===== src/design/pdwc_pkg.sv =====
// Constants and types for the power-down and wake-up sequencer.
// Assumes a single 100 MHz clock and an APB master on the register side.
// Summary of operation
// - Standby entered only by halt instruction.
// - Halt stops oscillator, freezes at halt.
// - Standby preserves memory, registers, port states.
// - Halt clears watchdog; RC keeps, system clock stops.
// - Halt sets power-down, clears watchdog-expired flag.
// - Wake on reset, Port A fall, interrupt, watchdog.
// - Reset wake full reset; watchdog wake watchdog reset.
// - Power-down flag cleared by power-up or clear-watchdog.
// - Watchdog expiry sets flag; standby wake resets PC/SP.
// - Per-pin Port A wake enable; resume after halt.
// - Disabled interrupt or full stack resumes after halt.
// - Enabled interrupt with stack room vectors normally.
// - Already-pending interrupt cannot wake this standby.
// - Wait 1024 clocks after wake, then resume.
// - Interrupt service entry one extra cycle later.
// - Frequency-select bit picks 6 or 12 MHz.
// - Watchdog RC runs in standby unless disabled.
// - Standby watchdog reset sets both flags.
package pdwc_pkg;
	localparam logic [11:0] PDWC_CTRL_ADDR = 12'h000;
	localparam logic [11:0] PDWC_STAT_ADDR = 12'h004;
	localparam logic [11:0] PDWC_WAKE_ADDR = 12'h008;
	localparam int PDWC_RESTART_CYCLES = 1024;
	localparam int PDWC_IRQ_EXTRA_CYCLES = 1;
	localparam int PDWC_FREQ_SEL_BIT = 0;
	localparam int PDWC_RC_DIS_BIT = 1;
	localparam int PDWC_WD_RC_SRC_BIT = 2;
	localparam int PDWC_PDOWN_BIT = 0;
	localparam int PDWC_EXPIRED_BIT = 1;
	localparam int PDWC_STANDBY_BIT = 2;
	localparam logic [2:0] PDWC_CTRL_RESET = 3'h4;
	localparam logic [7:0] PDWC_WAKE_RESET = 8'h00;
	// Resume codes.
	localparam logic [1:0] PDWC_RES_NONE = 2'h0;
	localparam logic [1:0] PDWC_RES_NEXT = 2'h1;
	localparam logic [1:0] PDWC_RES_VECTOR = 2'h2;
	localparam logic [1:0] PDWC_RES_RESET = 2'h3;
	typedef enum logic [3:0] {
		PDWC_RUN = 4'h1,
		PDWC_STANDBY = 4'h2,
		PDWC_RESTART = 4'h4,
		PDWC_VECTOR = 4'h8
	} pdwc_state_type;
endpackage : pdwc_pkg


===== src/design/pdwc_power_down_wake_control.sv =====
// Power-down and wake-up sequencer with an APB register slave.
// Assumes the core reports halt, clear-watchdog and interrupt state by pulses
// and levels synchronous to the clock, and obeys the stall output.
//
// The APB register port and the register offsets were decided locally.
`timescale 1ns/100ps
module pdwc_power_down_wake_control
	import pdwc_pkg::*;
#(
	parameter int PORT_WIDTH = 8,
	parameter int IRQ_COUNT = 4,
	parameter int RESTART_CYCLES = PDWC_RESTART_CYCLES
) (
	input wire logic clock,
	input wire logic rst,
	input wire logic powerUp,
	input wire logic [11:0] paddr,
	input wire logic psel,
	input wire logic penable,
	input wire logic pwrite,
	input wire logic [31:0] pwdata,
	output logic [31:0] prdata,
	output logic pready,
	output logic pslverr,
	input wire logic haltExec,
	input wire logic clearWatchdog,
	input wire logic extReset,
	input wire logic [PORT_WIDTH-1:0] portA,
	input wire logic [IRQ_COUNT-1:0] irqRequest,
	input wire logic [IRQ_COUNT-1:0] irqEnable,
	input wire logic stackFull,
	input wire logic watchdogOverflow,
	output logic sysOscEnable,
	output logic core_freq_select,
	output logic watchdogRcEnable,
	output logic watchdogClear,
	output logic watchdogRun,
	output logic coreStall,
	output logic holdState,
	output logic fullReset,
	output logic watchdogReset,
	output logic resumeNext,
	output logic vectorIrq,
	output logic power_down_flag,
	output logic watchdog_expired_flag
);
	initial begin
		if (PORT_WIDTH < 1 || PORT_WIDTH > 32) begin
			$error("pdwc: port width must be 1 to 32");
		end
		if (IRQ_COUNT < 1 || IRQ_COUNT > 32) begin
			$error("pdwc: request count must be 1 to 32");
		end
		// A restart of one cycle leaves no room to count to the end.
		if (RESTART_CYCLES < 2) begin
			$error("pdwc: restart delay too short");
		end
	end

	// ------------------------------------------------------------
	// Register bus
	// ------------------------------------------------------------
	logic [2:0] control;
	logic [PORT_WIDTH-1:0] wakeEnable;
	pdwc_state_type state;
	pdwc_state_type next_state;
	wire isCtrl = (paddr == PDWC_CTRL_ADDR);
	wire isStat = (paddr == PDWC_STAT_ADDR);
	wire isWake = (paddr == PDWC_WAKE_ADDR);
	wire mapped = isCtrl | isStat | isWake;
	wire access = psel & penable;
	wire wrCtrl = access & pwrite & isCtrl;
	wire wrWake = access & pwrite & isWake;
	wire inStandby = (state == PDWC_STANDBY);
	logic [31:0] statWord;
	always_comb begin
		statWord = 32'h0;
		statWord[PDWC_PDOWN_BIT] = power_down_flag;
		statWord[PDWC_EXPIRED_BIT] = watchdog_expired_flag;
		statWord[PDWC_STANDBY_BIT] = inStandby;
	end
	wire [31:0] ctrlWord = {29'h0, control};
	wire [31:0] wakeWord = {{(32-PORT_WIDTH){1'b0}}, wakeEnable};
	wire [31:0] readWord = isCtrl ? ctrlWord :
		isStat ? statWord :
		isWake ? wakeWord : 32'h0;
	// Every access completes at once, so the bus never waits on standby.
	assign pready = 1'b1;
	// Unmapped offsets answer with an error so a stray access is visible.
	assign pslverr = access & ~mapped;

	always_ff @(posedge clock) begin
		if (rst) begin
			prdata <= 32'h0;
		end else if (psel & ~penable & ~pwrite) begin
			prdata <= readWord;
		end
	end

	// Configuration is only ever changed by software over the bus.
	always_ff @(posedge clock) begin
		if (rst) begin
			control <= PDWC_CTRL_RESET;
		end else if (wrCtrl) begin
			control <= pwdata[2:0];
		end
	end

	always_ff @(posedge clock) begin
		if (rst) begin
			wakeEnable <= PORT_WIDTH'(PDWC_WAKE_RESET);
		end else if (wrWake) begin
			wakeEnable <= pwdata[PORT_WIDTH-1:0];
		end
	end
	assign core_freq_select = control[PDWC_FREQ_SEL_BIT];
	wire rcDisabled = control[PDWC_RC_DIS_BIT];
	wire wdFromRc = control[PDWC_WD_RC_SRC_BIT] & ~rcDisabled;

	// ------------------------------------------------------------
	// Wake detection
	// ------------------------------------------------------------
	logic [PORT_WIDTH-1:0] portPrev;
	logic [IRQ_COUNT-1:0] irqMasked;
	logic [1:0] resumeKind;
	logic [$clog2(RESTART_CYCLES+1)-1:0] restartCount;
	// Pin history resets high, the idle level, so reset makes no false edge.
	logic [PORT_WIDTH-1:0] portFall;
	logic [IRQ_COUNT-1:0] irqWake;
	// One detector per pin: a falling edge on an enabled pin wakes.
	for (genvar p = 0; p < PORT_WIDTH; p++) begin : g_pin
		assign portFall[p] = portPrev[p] & ~portA[p] & wakeEnable[p];
	end
	// A request already pending at halt is masked for this standby.
	for (genvar q = 0; q < IRQ_COUNT; q++) begin : g_irq
		assign irqWake[q] = irqRequest[q] & ~irqMasked[q];
	end
	wire irqVectorOk = |(irqWake & irqEnable) & ~stackFull;
	wire wdWake = watchdogOverflow & wdFromRc;
	wire anyWake = extReset | (|portFall) | (|irqWake) | wdWake;
	wire restartDone = (restartCount == 
		($clog2(RESTART_CYCLES+1))'(RESTART_CYCLES - 1));

	always_ff @(posedge clock) begin
		if (rst) begin
			portPrev <= '1;
			irqMasked <= '0;
		end else begin
			portPrev <= portA;
			if (state == PDWC_RUN && haltExec) begin
				irqMasked <= irqRequest;
			end
		end
	end

	// ------------------------------------------------------------
	// Sequencer
	// ------------------------------------------------------------
	always_comb begin
		next_state = state;
		unique case (state)
			PDWC_RUN: begin
				if (haltExec) begin
					next_state = PDWC_STANDBY;
				end
			end
			PDWC_STANDBY: begin
				if (anyWake) begin
					next_state = PDWC_RESTART;
				end
			end
			PDWC_RESTART: begin
				if (restartDone) begin
					next_state = (resumeKind == PDWC_RES_VECTOR) ?
						PDWC_VECTOR : PDWC_RUN;
				end
			end
			PDWC_VECTOR: begin
				next_state = PDWC_RUN;
			end
			default: begin
				next_state = PDWC_RUN;
			end
		endcase
	end

	// Entry to standby is only by halt; nothing else moves the state to standby.
	always_ff @(posedge clock) begin
		if (rst) begin
			state <= PDWC_RUN;
		end else begin
			state <= next_state;
		end
	end

	// The count clears on the wake out of standby; wakes during restart neither clear nor shorten it.
	always_ff @(posedge clock) begin
		if (rst) begin
			restartCount <= '0;
			resumeKind <= PDWC_RES_NONE;
		end else begin
			if (inStandby && anyWake) begin
				restartCount <= '0;
				if (extReset) begin
					resumeKind <= PDWC_RES_RESET;
				end else if (wdWake) begin
					resumeKind <= PDWC_RES_RESET;
				end else if (|portFall || !irqVectorOk) begin
					resumeKind <= PDWC_RES_NEXT;
				end else begin
					resumeKind <= PDWC_RES_VECTOR;
				end
			end else if (state == PDWC_RESTART && !restartDone) begin
				restartCount <= restartCount + 1'b1;
			end
		end
	end

	// ------------------------------------------------------------
	// Wake reason
	// ------------------------------------------------------------
	// Wake reason latches feed the reset outputs at the end of restart.
	logic wakeByExt;
	logic wakeByWd;
	always_ff @(posedge clock) begin
		if (rst) begin
			wakeByExt <= 1'b0;
			wakeByWd <= 1'b0;
		end else if (inStandby && anyWake) begin
			wakeByExt <= extReset;
			wakeByWd <= ~extReset & wdWake;
		end
	end

	// ------------------------------------------------------------
	// Output pulses
	// ------------------------------------------------------------
	wire leaving = (state == PDWC_RESTART) && restartDone;
	wire next_fullReset = leaving & wakeByExt;
	wire next_watchdogReset = leaving & wakeByWd;
	wire next_resumeNext = leaving & (resumeKind == PDWC_RES_NEXT);
	wire next_vectorIrq = (state == PDWC_VECTOR);
	wire next_watchdogClear = (state == PDWC_RUN) & haltExec;
	// Pulses are registered so the core never sees a decode glitch.
	always_ff @(posedge clock) begin
		if (rst) begin
			fullReset <= 1'b0;
			watchdogReset <= 1'b0;
			resumeNext <= 1'b0;
			vectorIrq <= 1'b0;
			watchdogClear <= 1'b0;
		end else begin
			fullReset <= next_fullReset;
			watchdogReset <= next_watchdogReset;
			resumeNext <= next_resumeNext;
			vectorIrq <= next_vectorIrq;
			watchdogClear <= next_watchdogClear;
		end
	end

	// ------------------------------------------------------------
	// Status flags
	// ------------------------------------------------------------
	// Halt and clear-watchdog never coincide; halt is given priority.
	// An external reset wake outranks a watchdog expiry in one cycle.
	wire wdExpiry = watchdogOverflow & (~inStandby | wdFromRc);
	wire haltNow = (state == PDWC_RUN) & haltExec;
	wire extWakeNow = inStandby & extReset;

	always_ff @(posedge clock) begin
		if (rst || powerUp) begin
			power_down_flag <= 1'b0;
		end else if (haltNow) begin
			power_down_flag <= 1'b1;
		end else if (extWakeNow) begin
			power_down_flag <= 1'b0;
		end else if (clearWatchdog) begin
			power_down_flag <= 1'b0;
		end
	end

	always_ff @(posedge clock) begin
		if (rst || powerUp) begin
			watchdog_expired_flag <= 1'b0;
		end else if (haltNow) begin
			watchdog_expired_flag <= 1'b0;
		end else if (extWakeNow) begin
			watchdog_expired_flag <= 1'b0;
		end else if (wdExpiry) begin
			watchdog_expired_flag <= 1'b1;
		end
	end

	// ------------------------------------------------------------
	// Clock and hold controls
	// ------------------------------------------------------------
	// The oscillator stops only in standby; restart runs on it again.
	// A watchdog on the system clock stops with it; on its RC it runs on.
	assign sysOscEnable = ~inStandby;
	assign coreStall = (state != PDWC_RUN);
	assign holdState = inStandby | (state == PDWC_RESTART);
	assign watchdogRcEnable = ~rcDisabled;
	assign watchdogRun = ~inStandby | wdFromRc;

endmodule : pdwc_power_down_wake_control


===== config.mk =====
export PLATFORM = sky130hd
export DESIGN_NAME = pdwc_power_down_wake_control
export DESIGN_NICKNAME = d
export VERILOG_FILES = /design/src/design/pdwc_pkg.sv /design/src/design/pdwc_power_down_wake_control.sv
export SDC_FILE = /design/constraint.sdc
export NUM_CORES = 1
export LEC_CHECK = 0
export BUFFER_PORTS_ARGS = -buffer_cell sky130_fd_sc_hd__buf_2
export CAP_MARGIN = 20
export CORE_MARGIN = 1
export CORE_UTILIZATION = 40
export CTS_CLUSTER_SIZE = 16
export DETAILED_ROUTE_END_ITERATION = 8
export GPL_ROUTABILITY_DRIVEN = 0
export HOLD_SLACK_MARGIN = 0.05
export PLACE_DENSITY = 0.69
export SYNTH_ARGS = -nofsm -noshare
export SYNTH_HDL_FRONTEND = slang
export SYNTH_SLANG_ARGS = --single-unit
export TNS_END_PERCENT = 1

===== constraint.sdc =====
create_clock -name clock -period 1.9 [get_ports clock]
set_input_delay 0.19 -clock clock [delete_from_list [all_inputs] [get_ports clock]]
set_output_delay 0.19 -clock clock [all_outputs]
set_load 0.03 [all_outputs]

# == After elaboration in Yosys (flattened, before gate mapping) ==
# Cells that the tools add are included.
# Widths: inputs -> output; s select.
# totals
register_bits,81
in_bits,71
wordCells,125
# op_classes
add_sub_neg,1
n_eq_ne,13
n_mux,14
n_bitwise,64
reduce_logical,16
# ops
operator,count
$and 1x1->1,37
$mux 8,3
$not 1->1,19
$mux 4,4
$eq 12x3->1 const B,1
$eq 12x4->1 const B,1
$logic_not 12->1,1
$pmux 4 s3,1
$add 11x1->11 const B,1
$eq 11x10->1 const B,1
$reduce_or 4->1,2
$reduce_or 8->1,1
$or 1x1->1,7
$mux 2,3
$and 4x4->4,1
$eq 4x1->1 const B,1
$eq 4x2->1 const B,1
$eq 4x3->1 const B,1
$eq 4x4->1 const B,1
$logic_and 1x1->1,4
$ne 2x2->1 const B,2
$ne 4x1->1 const B,1
$mux 1,3
$reduce_and 3->1,1
other kinds (8),10

# == Depth between registers and ports, before layout ==
# Gate-level depths: netlist of the first run.
# logic_depth
word_depth,10
depth_mapped,7
ltp_nobuf,6

# == Worst setup path after synthesis of the first run ==
# No wires, ideal clock.
# synth_timing
kind,register to register
startpoint,reg state[1]
endpoint,reg irqMasked[0]
arrival_time_ns,1.736
t_required_ns,1.772
path_slack_ns,0.037
path_stages_with_launch,6
n_path_buf,1
period_less_slack_ns,1.863
path_cell_list,dfxtp_1 -> or4b_1 -> or2_2 -> buf_2 -> mux2i_1 -> nor2_1
# synth_between
elab_chain_cells,2
# synth_rtl
element,line_no,rtl
from (decl),pdwc_power_down_wake_control.sv:65,pdwc_state_type state;
from (signal assigned),pdwc_power_down_wake_control.sv:192,state <= next_state;
$eq 4x1->1,pdwc_power_down_wake_control.sv:150,if (state == PDWC_RUN && haltExec) begin
$logic_and 1x1->1,pdwc_power_down_wake_control.sv:150,
to (signal assigned),pdwc_power_down_wake_control.sv:151,irqMasked <= irqRequest;
to (decl),pdwc_power_down_wake_control.sv:124,logic [IRQ_COUNT-1:0] irqMasked;
# Every way passes these cells.
# A chain may end at the register's enable or synchronous reset.

# == Final worst setup path of the first run ==
# layout_timing
startpoint,reg state[0]
endpoint,out watchdogRun
# layout_between
elab_chain_cells,3
# layout_rtl
element,line_no,rtl
$eq 4x2->1,pdwc_power_down_wake_control.sv:74,wire inStandby = (state == PDWC_STANDBY);
$not 1->1,pdwc_power_down_wake_control.sv:303,assign watchdogRun = ~inStandby | wdFromRc;
$or 1x1->1,pdwc_power_down_wake_control.sv:303,
to (decl),pdwc_power_down_wake_control.sv:37,"output logic watchdogRun,"
# Every way passes these cells.

==> impl_results.html, run 1 <==
<table>
<tr><th>Metric</th><th>Value</th></tr>
<tr><th colspan="2">Placement</th></tr>
<tr><td>Instance area at placement</td><td>between 3000 and 4000 um^2</td></tr>
<tr><td>Final HPWL DP</td><td>4300 um</td></tr>
<tr><td>Count of buffers from port buffering</td><td>68</td></tr>
<tr><th colspan="2">Synth</th></tr>
<tr><td>Most common library cells after synthesis</td><td>57 x sky130_fd_sc_hd__dfxtp_1, 28 x sky130_fd_sc_hd__nor2_1, 26 x sky130_fd_sc_hd__buf_4</td></tr>
<tr><td>Area share of xor/xnor cells in the synthesized design</td><td>0.0261</td></tr>
<tr><td>Register bit count reported by yosys</td><td>57</td></tr>
<tr><td>Largest cells by area after synthesis</td><td>sky130_fd_sc_hd__dfxtp_1 42%, sky130_fd_sc_hd__mux2i_1 7.5%, sky130_fd_sc_hd__buf_4 7.3%, sky130_fd_sc_hd__nor2_1 3.9%, sky130_fd_sc_hd__nor3_1 3.5%</td></tr>
<tr><td>Top cell type by total area after synthesis</td><td>sky130_fd_sc_hd__dfxtp_1</td></tr>
<tr><td>Most repeated cell in the gate-level netlist after synthesis</td><td>sky130_fd_sc_hd__dfxtp_1</td></tr>
<tr><td>Most instantiated flip-flop cell in the synthesis netlist</td><td>sky130_fd_sc_hd__dfxtp_1</td></tr>
<tr><td>Netlist cell types</td><td>46</td></tr>
<tr><td>Fraction of the mapped netlist area in simple logic gates</td><td>0.296</td></tr>
<tr><td>Number of cells produced by synthesis</td><td>296</td></tr>
<tr><td>Multiplexer fraction of the synthesized cell area</td><td>0.0745</td></tr>
<tr><td>Seq/Total Area, Yosys</td><td>0.425</td></tr>
<tr><td>Number of flops mapped to enable cells by yosys</td><td>0</td></tr>
<tr><td>Largest family of logic cells by synthesized area</td><td>simple AND/OR/NAND/NOR gates</td></tr>
<tr><td>Post-Syn Area</td><td>about 2700 um^2</td></tr>
<tr><td>Average cell area after synthesis</td><td>9.08 um^2</td></tr>
<tr><td>Proportion of register bits with asynchronous set or reset after synthesis</td><td>0</td></tr>
<tr><td>Yosys warning total</td><td>0</td></tr>
<tr><td>Adder-cell area share of the yosys netlist</td><td>0.00466</td></tr>
<tr><td>Compound-gate portion of the synthesized area</td><td>0.0689</td></tr>
<tr><td>Yosys top cell area share</td><td>0.425</td></tr>
<tr><th colspan="2">Floorplan</th></tr>
<tr><td>Vertical extent of the die</td><td>roughly 84 um</td></tr>
<tr><td># IOs</td><td>118</td></tr>
<tr><td>Die W</td><td>84.0 um</td></tr>
<tr><td>Total die area</td><td>7050 um^2</td></tr>
<tr><td>Standard-cell rows</td><td>29</td></tr>
<tr><td>Placeable core region</td><td>6420 um^2</td></tr>
<tr><td>Initial core utilization</td><td>0.418</td></tr>
<tr><th colspan="2">Clock tree</th></tr>
<tr><td>Clk Latency, worst-skew pair</td><td>0.34 ns</td></tr>
<tr><td>Clock edge transition at the registers on the reported setup and hold paths</td><td>0.07 ns</td></tr>
<tr><td>TritonCTS clock tree</td><td>built</td></tr>
<tr><td>Buffer levels on the longest clock path</td><td>2</td></tr>
<tr><td>Root buf cell</td><td>sky130_fd_sc_hd__clkbuf_8</td></tr>
<tr><td>TritonCTS Sinks</td><td>57</td></tr>
<tr><td>Total clock buffers created by CTS</td><td>9</td></tr>
<tr><td>H-tree Lvls</td><td>3</td></tr>
<tr><th colspan="2">Finish</th></tr>
<tr><td>Final instance area</td><td>3320 um^2</td></tr>
<tr><td>Antenna cell count</td><td>0</td></tr>
<tr><td>Fraction of final layout cells with drive strength greater than 1</td><td>0.301</td></tr>
<tr><td>Filler cell count in the final layout</td><td>slightly above 600</td></tr>
<tr><td>Synth-to-Final Area Change</td><td>23.7%</td></tr>
<tr><td>Post-layout nets</td><td>about 450</td></tr>
<tr><th colspan="2">Timing</th></tr>
<tr><td>Max frequency</td><td>554 MHz</td></tr>
<tr><td>Final critical-path required period</td><td>~1.8 ns</td></tr>
<tr><td>Total Negative Setup Slacks</td><td>0 ns</td></tr>
<tr><td>Final setup violation count</td><td>0</td></tr>
<tr><td>Least-Margin Pin Slew</td><td>0.625 ns</td></tr>
<tr><td>Post-route clock skew</td><td>0.00918 ns</td></tr>
<tr><td>Final max-slew violation count</td><td>0</td></tr>
<tr><td>Ratio of final minimum period to clock period</td><td>0.949</td></tr>
<tr><td>Max_slew headroom</td><td>0.583</td></tr>
<tr><td>RSZ-0062 raised after global routing</td><td>false</td></tr>
<tr><td>Final hold viol count</td><td>0</td></tr>
<tr><th colspan="2">Run status</th></tr>
<tr><td>Violated checks</td><td>design-rule violations</td></tr>
<tr><td>Outcome</td><td>finished with violations</td></tr>
<tr><th colspan="2">Global route</th></tr>
<tr><td>Total routing usage reported by global routing</td><td>0.178</td></tr>
<tr><td>Global-route wire length before repair</td><td>slightly below 10000 um</td></tr>
<tr><td>Pin count of the biggest net entering global routing</td><td>37</td></tr>
<tr><td>Number of antenna violations at the first check in global routing</td><td>0</td></tr>
<tr><td>Via count of the first global-routing pass</td><td>about 2200</td></tr>
<tr><td>Global route overflow</td><td>0</td></tr>
<tr><th colspan="2">Setup path</th></tr>
<tr><td>Data required, critical path</td><td>about 1.7 ns</td></tr>
<tr><td>Startpoint kind of the worst setup timing path</td><td>register</td></tr>
<tr><td>Capturing element type of the critical path</td><td>primary output</td></tr>
<tr><td>Arrival time of data at the critical path endpoint</td><td>1.61 ns</td></tr>
<tr><td>CP Class</td><td>register to primary output</td></tr>
<tr><td>Worst-path fanout max</td><td>9</td></tr>
<tr><th colspan="2">Drt</th></tr>
<tr><td>Routed wire length</td><td>just under 6000 um</td></tr>
<tr><td>Routed wire per std cell</td><td>12.5 um</td></tr>
<tr><td>Starting DRC count in detailed routing</td><td>134</td></tr>
<tr><td>First-pass DRT Iterations</td><td>6</td></tr>
<tr><td>Routed via count</td><td>2268</td></tr>
<tr><td>Via density per instance</td><td>slightly below 5</td></tr>
<tr><td>Antenna Violating Nets Remaining</td><td>0</td></tr>
<tr><td>Count of unresolved DRC violations after routing</td><td>12</td></tr>
<tr><th colspan="2">Power and ir drop</th></tr>
<tr><td>Total power per unit cell area</td><td>796 nW/um^2</td></tr>
<tr><td>Leakage component of the power</td><td>about 1.5 nW</td></tr>
<tr><td>Peak VDD IR</td><td>0.449 mV</td></tr>
<tr><th colspan="2">Min path</th></tr>
<tr><td>Hold Crit Class</td><td>input pin to register</td></tr>
<tr><th colspan="2">Flow run</th></tr>
<tr><td>Number of max-cap violations</td><td>0</td></tr>
</table>
==> final timing paths <==
| kind | endpoint | depth (start not counted) | slack (ns) | from |
|---|---|---|---|---|
| worst max-delay path | watchdogRun | 4 | 0.1 | state[0] |
| worst min-delay path | wakeEnable[6] | 3 | 0.08 | pwdata[6] |
| worst max register to register | irqMasked[1] | 4 | 0.16 | state[0] |
| worst min register to register | prdata[0] | 2 | 0.46 | prdata[0] |
==> flip-flops by register name (all words and copies together), names as in the netlist, 2 cells and up <==
register / count
control: 3
irqMasked: 4
portPrev: 8
prdata: 8
restartCount: 11
resumeKind: 2
state: 4
wakeEnable: 8
==> kinds of logic (layout without fill, tap and decap cells) <==
group,Yosys count,after routing
and+or+nand+nor,135,135
DFF,57,57
buffers and inverters,44,110
AOI/OAI and AO/OA,29,29
muxes,20,20
xor gates and xnor gates,8,8
other,2,25
adders and majority gates,1,1
==> what timing repair did <==
item | CTS | global route
setup endpoints to repair | 0 | 3
gates resized for setup | 0 | 1
hold buffers | 9 | 0
buffers inserted | 0 | 1
hold endpoints to repair | 10 | 0
==> power breakdown <==
group | total (mW) | switching [mW] | internal, mW
Clock | 1.10 | 0.501 | 0.604
Sequential | 1.24 | 0.0187 | 1.22
Combinational | 0.298 | 0.189 | 0.109
==> layout make-up <==
cell class	count	area, um^2	area share
inverters	7	26.3	0.00791
clock buffers	9	124	0.0373
repair buffers	87	505	0.152
well taps	77	96.3	0.0290
multi-input cells	218	1360	0.409
clock inverters	7	70.1	0.0211
flip-flops and latches	57	1140	0.343
==> stage by stage <==
stage          hold WS [ns]  power, mW  cells  utilization  setup WS, ns
2_1_floorplan         0.266       1.50    319            -        0.0368
3_3_place_gp          0.388       1.55    436        0.472        0.0803
3_5_place_dp          0.392       1.55    436        0.472        0.0661
4_1_cts              0.0627       2.67    461        0.516        0.0811
5_1_grt              0.0910       2.76    462        0.517        0.0111
6_report             0.0755       2.64    462        0.517        0.0960
==> layer usage <==
layer	share of wire	GRT usage	vias up
met5	0	0	-
met4	0.016	0.0956	0
met3	0.070	0.0584	10
met2	0.47	0.285	81
met1	0.45	0.212	1038
li1	-	-	1139
==> layout by cell type, fill, tap and decap left out, types with 2 or more instances in the layout <==
master                          instances
sky130_fd_sc_hd__and3_1                 2
sky130_fd_sc_hd__nor2b_1                6
sky130_fd_sc_hd__nor4_1                 3
sky130_fd_sc_hd__a22oi_1                5
sky130_fd_sc_hd__a21oi_1                9
sky130_fd_sc_hd__clkbuf_8               9
sky130_fd_sc_hd__xnor2_1                8
sky130_fd_sc_hd__o21ai_0                6
sky130_fd_sc_hd__nor2_1                28
sky130_fd_sc_hd__nand4_1                5
sky130_fd_sc_hd__nand4b_1               2
sky130_fd_sc_hd__nand3_1                7
sky130_fd_sc_hd__nor3_1                19
sky130_fd_sc_hd__dfxtp_1               57
sky130_fd_sc_hd__conb_1                25
sky130_fd_sc_hd__nor4_2                 2
sky130_fd_sc_hd__buf_2                 68
sky130_fd_sc_hd__nand2_1               22
sky130_fd_sc_hd__mux2i_1               20
sky130_fd_sc_hd__nor4_4                 2
sky130_fd_sc_hd__dlygate4sd3_1          9
sky130_fd_sc_hd__and2_1                 4
sky130_fd_sc_hd__nand3b_1              12
sky130_fd_sc_hd__or2_2                 10
sky130_fd_sc_hd__a211oi_1               2
sky130_fd_sc_hd__buf_4                 10
sky130_fd_sc_hd__clkinv_2               3
sky130_fd_sc_hd__inv_1                  6
==> worst max-delay path: stages, from the launching register on <==
cell and delay (ns):
sky130_fd_sc_hd__dfxtp_1 0.36, sky130_fd_sc_hd__nor4b_2 0.36, sky130_fd_sc_hd__inv_2 0.16, sky130_fd_sc_hd__a21o_1 0.22, sky130_fd_sc_hd__buf_2 0.18
Note: power is estimated with default switching activity, not from simulation.
==> inputs of run 2 (changes only) <==
SETUP_SLACK_MARGIN = 0.5   (was unset)
==> run 2 against run 1 <==
  * The flow still finishes with violations (design-rule violations)
  * Non-clock buffer count rose by 4
  * Utilization is 2.3 points higher
  * Fmax grew 7.1%
  * Highest routed layer unchanged
==> impl_results.html, run 2 (same netlist as run 1, synthesis figures left out) <==
<table>
<tr><th>Metric</th><th>Value</th></tr>
<tr><th colspan="2">Run status</th></tr>
<tr><td>Outcome</td><td>finished with violations</td></tr>
<tr><td>Violated checks</td><td>design-rule violations</td></tr>
<tr><th colspan="2">Setup path</th></tr>
<tr><td>CP Class</td><td>register to register</td></tr>
<tr><td>Longest individual stage delay on the worst path</td><td>approximately 0.4 ns</td></tr>
<tr><td>Crit path cell chain</td><td>nand3b_1 -&gt; nor4_4 -&gt; buf_4 -&gt; nor2b_4 -&gt; nor4_1</td></tr>
<tr><td>Startpoint kind of the worst setup timing path</td><td>register</td></tr>
<tr><td>Capturing element type of the critical path</td><td>register</td></tr>
<tr><td>Data required, critical path</td><td>2.13 ns</td></tr>
<tr><td>Kind of cell adding the most delay to the critical path</td><td>simple AND/OR/NAND/NOR gates</td></tr>
<tr><td>Buffer and inverter count on the worst path</td><td>1</td></tr>
<tr><td>Arrival time of data at the critical path endpoint</td><td>about 1.9 ns</td></tr>
<tr><td>Worst-path fanout max</td><td>6</td></tr>
<tr><td>Critical path's slowest cell</td><td>sky130_fd_sc_hd__dfxtp_1</td></tr>
<tr><td>Startpoint of the most critical setup path</td><td>restartCount[8]</td></tr>
<tr><td>Register-to-register setup slack</td><td>0.22 ns</td></tr>
<tr><td>Endpoint of the worst-slack reg-to-reg timing path</td><td>state[3]</td></tr>
<tr><td>Number of cells on the critical path</td><td>5</td></tr>
<tr><td>Crit Reg-Reg Startpoint</td><td>restartCount[8]</td></tr>
<tr><td>FF-to-FF path depth</td><td>5</td></tr>
<tr><th colspan="2">Drt</th></tr>
<tr><td>First-pass DRT Iterations</td><td>6</td></tr>
<tr><td>Routed via count</td><td>2325</td></tr>
<tr><td>Routed wire length</td><td>roughly 6100 um</td></tr>
<tr><td>Via density per instance</td><td>4.99</td></tr>
<tr><td>Count of unresolved DRC violations after routing</td><td>12</td></tr>
<tr><td>Antenna Violating Nets Remaining</td><td>0</td></tr>
<tr><td>Routed wire per std cell</td><td>13.0 um</td></tr>
<tr><td>Starting DRC count in detailed routing</td><td>between 150 and 200</td></tr>
<tr><th colspan="2">Timing</th></tr>
<tr><td>Max_slew headroom</td><td>0.578</td></tr>
<tr><td>Final hold viol count</td><td>0</td></tr>
<tr><td>Final setup violation count</td><td>0</td></tr>
<tr><td>Least-Margin Pin Slew</td><td>0.633 ns</td></tr>
<tr><td>Ratio of final minimum period to clock period</td><td>0.886</td></tr>
<tr><td>RSZ-0062 raised after global routing</td><td>true</td></tr>
<tr><td>Final max-slew violation count</td><td>0</td></tr>
<tr><td>Max frequency</td><td>594 MHz</td></tr>
<tr><td>Final critical-path required period</td><td>1.68 ns</td></tr>
<tr><td>Post-route clock skew</td><td>approximately 0.012 ns</td></tr>
<tr><td>Total Negative Setup Slacks</td><td>0 ns</td></tr>
<tr><th colspan="2">Clock tree</th></tr>
<tr><td>Clk Latency, worst-skew pair</td><td>0.34 ns</td></tr>
<tr><td>TritonCTS clock tree</td><td>built</td></tr>
<tr><td>Clock edge transition at the registers on the reported setup and hold paths</td><td>0.07 ns</td></tr>
<tr><td>H-tree Lvls</td><td>3</td></tr>
<tr><td>Root buf cell</td><td>sky130_fd_sc_hd__clkbuf_8</td></tr>
<tr><td>Total clock buffers created by CTS</td><td>9</td></tr>
<tr><td>Buffer levels on the longest clock path</td><td>2</td></tr>
<tr><td>TritonCTS Sinks</td><td>57</td></tr>
<tr><th colspan="2">Floorplan</th></tr>
<tr><td>Placeable core region</td><td>around 6400 um^2</td></tr>
<tr><td>Vertical extent of the die</td><td>between 80 and 90 um</td></tr>
<tr><td>Die W</td><td>84.0 um</td></tr>
<tr><td>Standard-cell rows</td><td>29</td></tr>
<tr><td># IOs</td><td>118</td></tr>
<tr><td>Total die area</td><td>7050 um^2</td></tr>
<tr><td>Initial core utilization</td><td>0.418</td></tr>
<tr><th colspan="2">Finish</th></tr>
<tr><td>Fraction of final layout cells with drive strength greater than 1</td><td>0.347</td></tr>
<tr><td>Synth-to-Final Area Change</td><td>29.3%</td></tr>
<tr><td>Max FFs per register</td><td>11</td></tr>
<tr><td>Register with the most flip-flops</td><td>restartCount</td></tr>
<tr><td>Most frequent cells in the layout</td><td>65 x sky130_fd_sc_hd__buf_2, 53 x sky130_fd_sc_hd__dfxtp_1, 28 x sky130_fd_sc_hd__nor2_1</td></tr>
<tr><td>Most frequent standard cell in the layout excluding fill and tap cells</td><td>sky130_fd_sc_hd__buf_2</td></tr>
<tr><td>Final Instance Count excl. Fillers</td><td>~470</td></tr>
<tr><td>Final instance area</td><td>3470 um^2</td></tr>
<tr><td>Antenna cell count</td><td>0</td></tr>
<tr><td>Post-layout nets</td><td>around 460</td></tr>
<tr><th colspan="2">Flow run</th></tr>
<tr><td>Number of max-cap violations</td><td>0</td></tr>
<tr><th colspan="2">Min path</th></tr>
<tr><td>Min-delay src</td><td>portA[1]</td></tr>
<tr><td>Instance count along the most critical hold path</td><td>2</td></tr>
<tr><td>Hold Crit Endpoint</td><td>portPrev[1]</td></tr>
<tr><td>Hold Crit Class</td><td>input pin to register</td></tr>
<tr><th colspan="2">Power and ir drop</th></tr>
<tr><td>Total power per unit cell area</td><td>803 nW/um^2</td></tr>
<tr><td>Leakage component of the power</td><td>1.56 nW</td></tr>
<tr><td>Peak VDD IR</td><td>around 0.67 mV</td></tr>
<tr><td>Switching power summed over all nets</td><td>713 uW</td></tr>
<tr><td>Internal portion of total power</td><td>2.08 mW</td></tr>
<tr><td>Relative contribution of combinational cells to total power</td><td>0.112</td></tr>
<tr><td>Switching fraction of total power</td><td>0.255</td></tr>
<tr><td>Clock network fraction of design power</td><td>0.442</td></tr>
<tr><td>Sequential group share of total power</td><td>0.446</td></tr>
<tr><th colspan="2">Placement</th></tr>
<tr><td>Instance area at placement</td><td>3030 um^2</td></tr>
<tr><td>Final HPWL DP</td><td>4220 um</td></tr>
<tr><td>Number of placed cells counting well taps</td><td>436</td></tr>
<tr><td>Count of buffers from port buffering</td><td>68</td></tr>
<tr><th colspan="2">Global route</th></tr>
<tr><td>Global route overflow</td><td>0</td></tr>
<tr><td>Number of antenna violations at the first check in global routing</td><td>0</td></tr>
<tr><td>Pin count of the biggest net entering global routing</td><td>35</td></tr>
<tr><td>Global-route wire length before repair</td><td>9760 um</td></tr>
<tr><td>Via count of the first global-routing pass</td><td>2128</td></tr>
<tr><td>Total routing usage reported by global routing</td><td>0.176</td></tr>
</table>
-- run 2: changes by cell type in the layout (fill, tap and decap cells not counted), sizes merged --
cell | previous run | this run
buf | 78 | 84
bufinv | 1 | 2
dlygate4sd3 | 9 | 7
inv | 8 | 7
-- run 2: metrics by stage --
step / hold slack, ns / total power [mW] / setup slack, ns / util
CTS: 0.0506 / 2.80 / 0.240 / 0.530
finish: 0.0564 / 2.79 / 0.216 / 0.541
detailed placement: 0.391 / 1.55 / 0.0666 / 0.472
floorplan: 0.266 / 1.51 / 0.212 / -
global placement: 0.389 / 1.55 / 0.0710 / 0.472
global route: 0.0545 / 2.89 / 0.160 / 0.541
-- run 2: power groups by stage --
stage	Combinational, mW	Clock [mW]	Sequential [mW]
CTS	0.304	1.25	1.24
global placement	0.280	0	1.27
global route	0.336	1.31	1.25
detailed placement	0.283	0	1.27
finish	0.312	1.23	1.24
floorplan	0.234	0	1.27
-- run 2: timing repair --
item                                   CTS  global route
setup buffers                            5             2
gates resized for setup                 12            11
setup endpoints to repair               49            50
hold buffers                             7             0
pin swaps                                5             4
endpoints found under the hold margin    8             0
-- run 2: how the worst max path moves through the flow --
stage,end,slack [ns]
final,state[3],0.22
after CTS,pslverr,0.24
after global routing,state[3],0.16
after detailed placement,control[0],0.07
after global placement,control[0],0.07
after floorplan,control[0],0.21
-- run 2: layout make-up --
cell class	count	area (um^2)
Multi-Input combinational cell	218	1440
Fill cell	590	2950
Sequential cell	57	1150
Tap cell	77	96.3
Clock buffer	9	124
Inverter	7	26.3
Timing Repair Buffer	91	546
Clock inverter	7	95.1
-- run 2: routing by layer --
| layer | up-vias | share of wire | track usage |
|---|---|---|---|
| met5 | - | 0 | 0 |
| met2 | 71 | 0.49 | 0.294 |
| met3 | 8 | 0.057 | 0.0554 |
| met1 | 1088 | 0.44 | 0.208 |
| met4 | 0 | 0.015 | 0.0705 |
| li1 | 1158 | - | - |
-- run 2: worst register-to-register path: cells and delay by family, from the launching register on --
family	cells	cell delay, ns
simple gates	4	0.98
flops	1	0.40
buf+inv	1	0.20
==> inputs of run 3 (changes only) <==
REMOVE_ABC_BUFFERS = 1   (was unset)
==> run 3 against run 2 <==
  * The run still ends with design-rule violations left
  * Global-route usage up 0.28 points
  * Largest cell class unchanged
  * Combinational power about the same
  * Largest power group unchanged
  * Die area unchanged
  * First-iteration DRC count down 2.6%
==> impl_results.html, run 3 (same netlist as run 1, synthesis figures left out) <==
<table>
<tr><th>Metric</th><th>Value</th></tr>
<tr><th colspan="2">Floorplan</th></tr>
<tr><td>Standard-cell rows</td><td>29</td></tr>
<tr><td>Placeable core region</td><td>6420 um^2</td></tr>
<tr><td>Total die area</td><td>7050 um^2</td></tr>
<tr><td># IOs</td><td>118</td></tr>
<tr><td>Die W</td><td>84.0 um</td></tr>
<tr><td>Initial core utilization</td><td>0.418</td></tr>
<tr><td>Vertical extent of the die</td><td>around 84 um</td></tr>
<tr><th colspan="2">Timing</th></tr>
<tr><td>Final setup violation count</td><td>0</td></tr>
<tr><td>Least-Margin Pin Slew</td><td>0.580 ns</td></tr>
<tr><td>Final critical-path required period</td><td>1.74 ns</td></tr>
<tr><td>Max_slew headroom</td><td>0.614</td></tr>
<tr><td>RSZ-0062 raised after global routing</td><td>true</td></tr>
<tr><td>Final hold viol count</td><td>0</td></tr>
<tr><td>Final max-slew violation count</td><td>0</td></tr>
<tr><td>Ratio of final minimum period to clock period</td><td>0.914</td></tr>
<tr><td>Total Negative Setup Slacks</td><td>0 ns</td></tr>
<tr><td>Max frequency</td><td>576 MHz</td></tr>
<tr><td>Smallest setup slack after layout</td><td>0.163 ns</td></tr>
<tr><td>Post-route clock skew</td><td>0.0141 ns</td></tr>
<tr><th colspan="2">Setup path</th></tr>
<tr><td>Data required, critical path</td><td>1.71 ns</td></tr>
<tr><td>Arrival time of data at the critical path endpoint</td><td>around 1.6 ns</td></tr>
<tr><td>Worst-path fanout max</td><td>4</td></tr>
<tr><td>Capturing element type of the critical path</td><td>primary output</td></tr>
<tr><td>Startpoint kind of the worst setup timing path</td><td>register</td></tr>
<tr><td>CP Class</td><td>register to primary output</td></tr>
<tr><th colspan="2">Drt</th></tr>
<tr><td>Routed wire length</td><td>5970 um</td></tr>
<tr><td>Via density per instance</td><td>4.95</td></tr>
<tr><td>Routed length on met1</td><td>2760 um</td></tr>
<tr><td>Highest metal used</td><td>met5</td></tr>
<tr><td>Routed via count</td><td>2330</td></tr>
<tr><td>Routed wire per std cell</td><td>12.7 um</td></tr>
<tr><td>Met2 routed wirelength</td><td>between 2000 and 3000 um</td></tr>
<tr><td>Antenna Violating Nets Remaining</td><td>0</td></tr>
<tr><td>Count of unresolved DRC violations after routing</td><td>22</td></tr>
<tr><td>Metal3 WL</td><td>442 um</td></tr>
<tr><td>First-pass DRT Iterations</td><td>6</td></tr>
<tr><td>Starting DRC count in detailed routing</td><td>~150</td></tr>
<tr><th colspan="2">Finish</th></tr>
<tr><td>Register with the most flip-flops</td><td>restartCount</td></tr>
<tr><td>Final instance area</td><td>about 3400 um^2</td></tr>
<tr><td>Post-layout nets</td><td>approximately 460</td></tr>
<tr><td>Synth-to-Final Area Change</td><td>27.7%</td></tr>
<tr><td>Area of the multi-input gates</td><td>1390 um^2</td></tr>
<tr><td>Max FFs per register</td><td>11</td></tr>
<tr><td>Filler cell count in the final layout</td><td>594</td></tr>
<tr><td>Post-route core utilization</td><td>0.534</td></tr>
<tr><td>Most frequent standard cell in the layout excluding fill and tap cells</td><td>sky130_fd_sc_hd__buf_2</td></tr>
<tr><td>Sequential cell area</td><td>approximately 1100 um^2</td></tr>
<tr><td>Final Instance Count excl. Fillers</td><td>471</td></tr>
<tr><td>Fraction of final layout cells with drive strength greater than 1</td><td>0.322</td></tr>
<tr><td>Antenna cell count</td><td>0</td></tr>
<tr><td>Most frequent cells in the layout</td><td>67 x sky130_fd_sc_hd__buf_2, 54 x sky130_fd_sc_hd__dfxtp_1, 28 x sky130_fd_sc_hd__nor2_1</td></tr>
<tr><th colspan="2">Placement</th></tr>
<tr><td>Worst setup slack after placement</td><td>-0.00604 ns</td></tr>
<tr><td>Number of placed cells counting well taps</td><td>439</td></tr>
<tr><td>Final HPWL DP</td><td>4220 um</td></tr>
<tr><td>Count of buffers from port buffering</td><td>68</td></tr>
<tr><td>Instance area at placement</td><td>3050 um^2</td></tr>
<tr><th colspan="2">Clock tree</th></tr>
<tr><td>Total clock buffers created by CTS</td><td>9</td></tr>
<tr><td>Clock edge transition at the registers on the reported setup and hold paths</td><td>0.07 ns</td></tr>
<tr><td>Clk Latency, worst-skew pair</td><td>approximately 0.34 ns</td></tr>
<tr><td>Root buf cell</td><td>sky130_fd_sc_hd__clkbuf_8</td></tr>
<tr><td>TritonCTS Sinks</td><td>57</td></tr>
<tr><td>H-tree Lvls</td><td>3</td></tr>
<tr><td>Buffer levels on the longest clock path</td><td>2</td></tr>
<tr><td>TritonCTS clock tree</td><td>built</td></tr>
<tr><th colspan="2">Global route</th></tr>
<tr><td>Total routing usage reported by global routing</td><td>0.178</td></tr>
<tr><td>Global route overflow</td><td>0</td></tr>
<tr><td>Global-route wire length before repair</td><td>just under 10000 um</td></tr>
<tr><td>Via count of the first global-routing pass</td><td>between 2000 and 2500</td></tr>
<tr><td>Number of antenna violations at the first check in global routing</td><td>2</td></tr>
<tr><td>Pin count of the biggest net entering global routing</td><td>29</td></tr>
<tr><th colspan="2">Power and ir drop</th></tr>
<tr><td>Peak VDD IR</td><td>0.516 mV</td></tr>
<tr><td>Total power per unit cell area</td><td>777 nW/um^2</td></tr>
<tr><td>Leakage component of the power</td><td>1.56 nW</td></tr>
<tr><th colspan="2">Min path</th></tr>
<tr><td>Hold Crit Class</td><td>input pin to register</td></tr>
<tr><th colspan="2">Flow run</th></tr>
<tr><td>Number of max-cap violations</td><td>0</td></tr>
<tr><th colspan="2">Run status</th></tr>
<tr><td>Outcome</td><td>finished with violations</td></tr>
<tr><td>Violated checks</td><td>design-rule violations</td></tr>
</table>
[run 3: cell types whose count changed in the layout (fill, tap and decap cells not counted), sizes merged]
cell,delta
buf,+3
bufinv,-1
clkbuf,+4
clkinv,-2
clkinvlp,-1
dlygate4sd3,+2
[run 3: what timing repair did]
item,4_1_cts,5_1_grt
setup buffers,4,3
gates cloned,0,0
pin swaps,3,3
endpoints found under the setup margin,49,51
endpoints found under the hold margin,10,0
hold buffers,9,0
resized for setup,10,3
[run 3: routing by layer]
layer  vias up  track usage
met5         -            0
met4         4       0.0956
met3        11       0.0514
met2        90        0.278
met1      1061        0.222
li1       1164            -
[run 3: final timing paths]
kind / slack (ns) / cells past startpoint / start / to
setup reg to reg: 0.18 / 6 / state[0] / resumeNext
hold / removal: 0.09 / 3 / pwdata[6] / wakeEnable[6]
setup / recovery: 0.16 / 5 / state[2] / watchdogRun
hold reg to reg: 0.46 / 2 / prdata[2] / prdata[2]
[run 3: per-stage QoR]
step	power, mW	hold WS, ns
finish	2.67	0.0880
global route	2.76	0.106
CTS	2.68	0.0775
detailed placement	1.55	0.376
global placement	1.55	0.381
floorplan	1.44	0.259
[run 3: report_power, final]
part | internal [mW] | switching [mW]
Sequential | 1.22 | 0.0185
Combinational | 0.118 | 0.193
Clock | 0.639 | 0.476
Total | 1.98 | 0.687
[run 3: area by class of cell]
cell class,instances,area share
inverter,7,0.00766
sequential,57,0.334
timing repair buffer,96,0.170
clock buffer,13,0.0434
multi-input combinational,218,0.405
tap,77,0.0281
clock inverter,3,0.0117
[run 3: critical path, cell delays in order, from the launching register on]
cell and delay (ns):
sky130_fd_sc_hd__dfxtp_4 0.36, sky130_fd_sc_hd__nor4b_4 0.31, sky130_fd_sc_hd__inv_2 0.07, sky130_fd_sc_hd__buf_6 0.13, sky130_fd_sc_hd__a21o_1 0.18, sky130_fd_sc_hd__buf_6 0.15
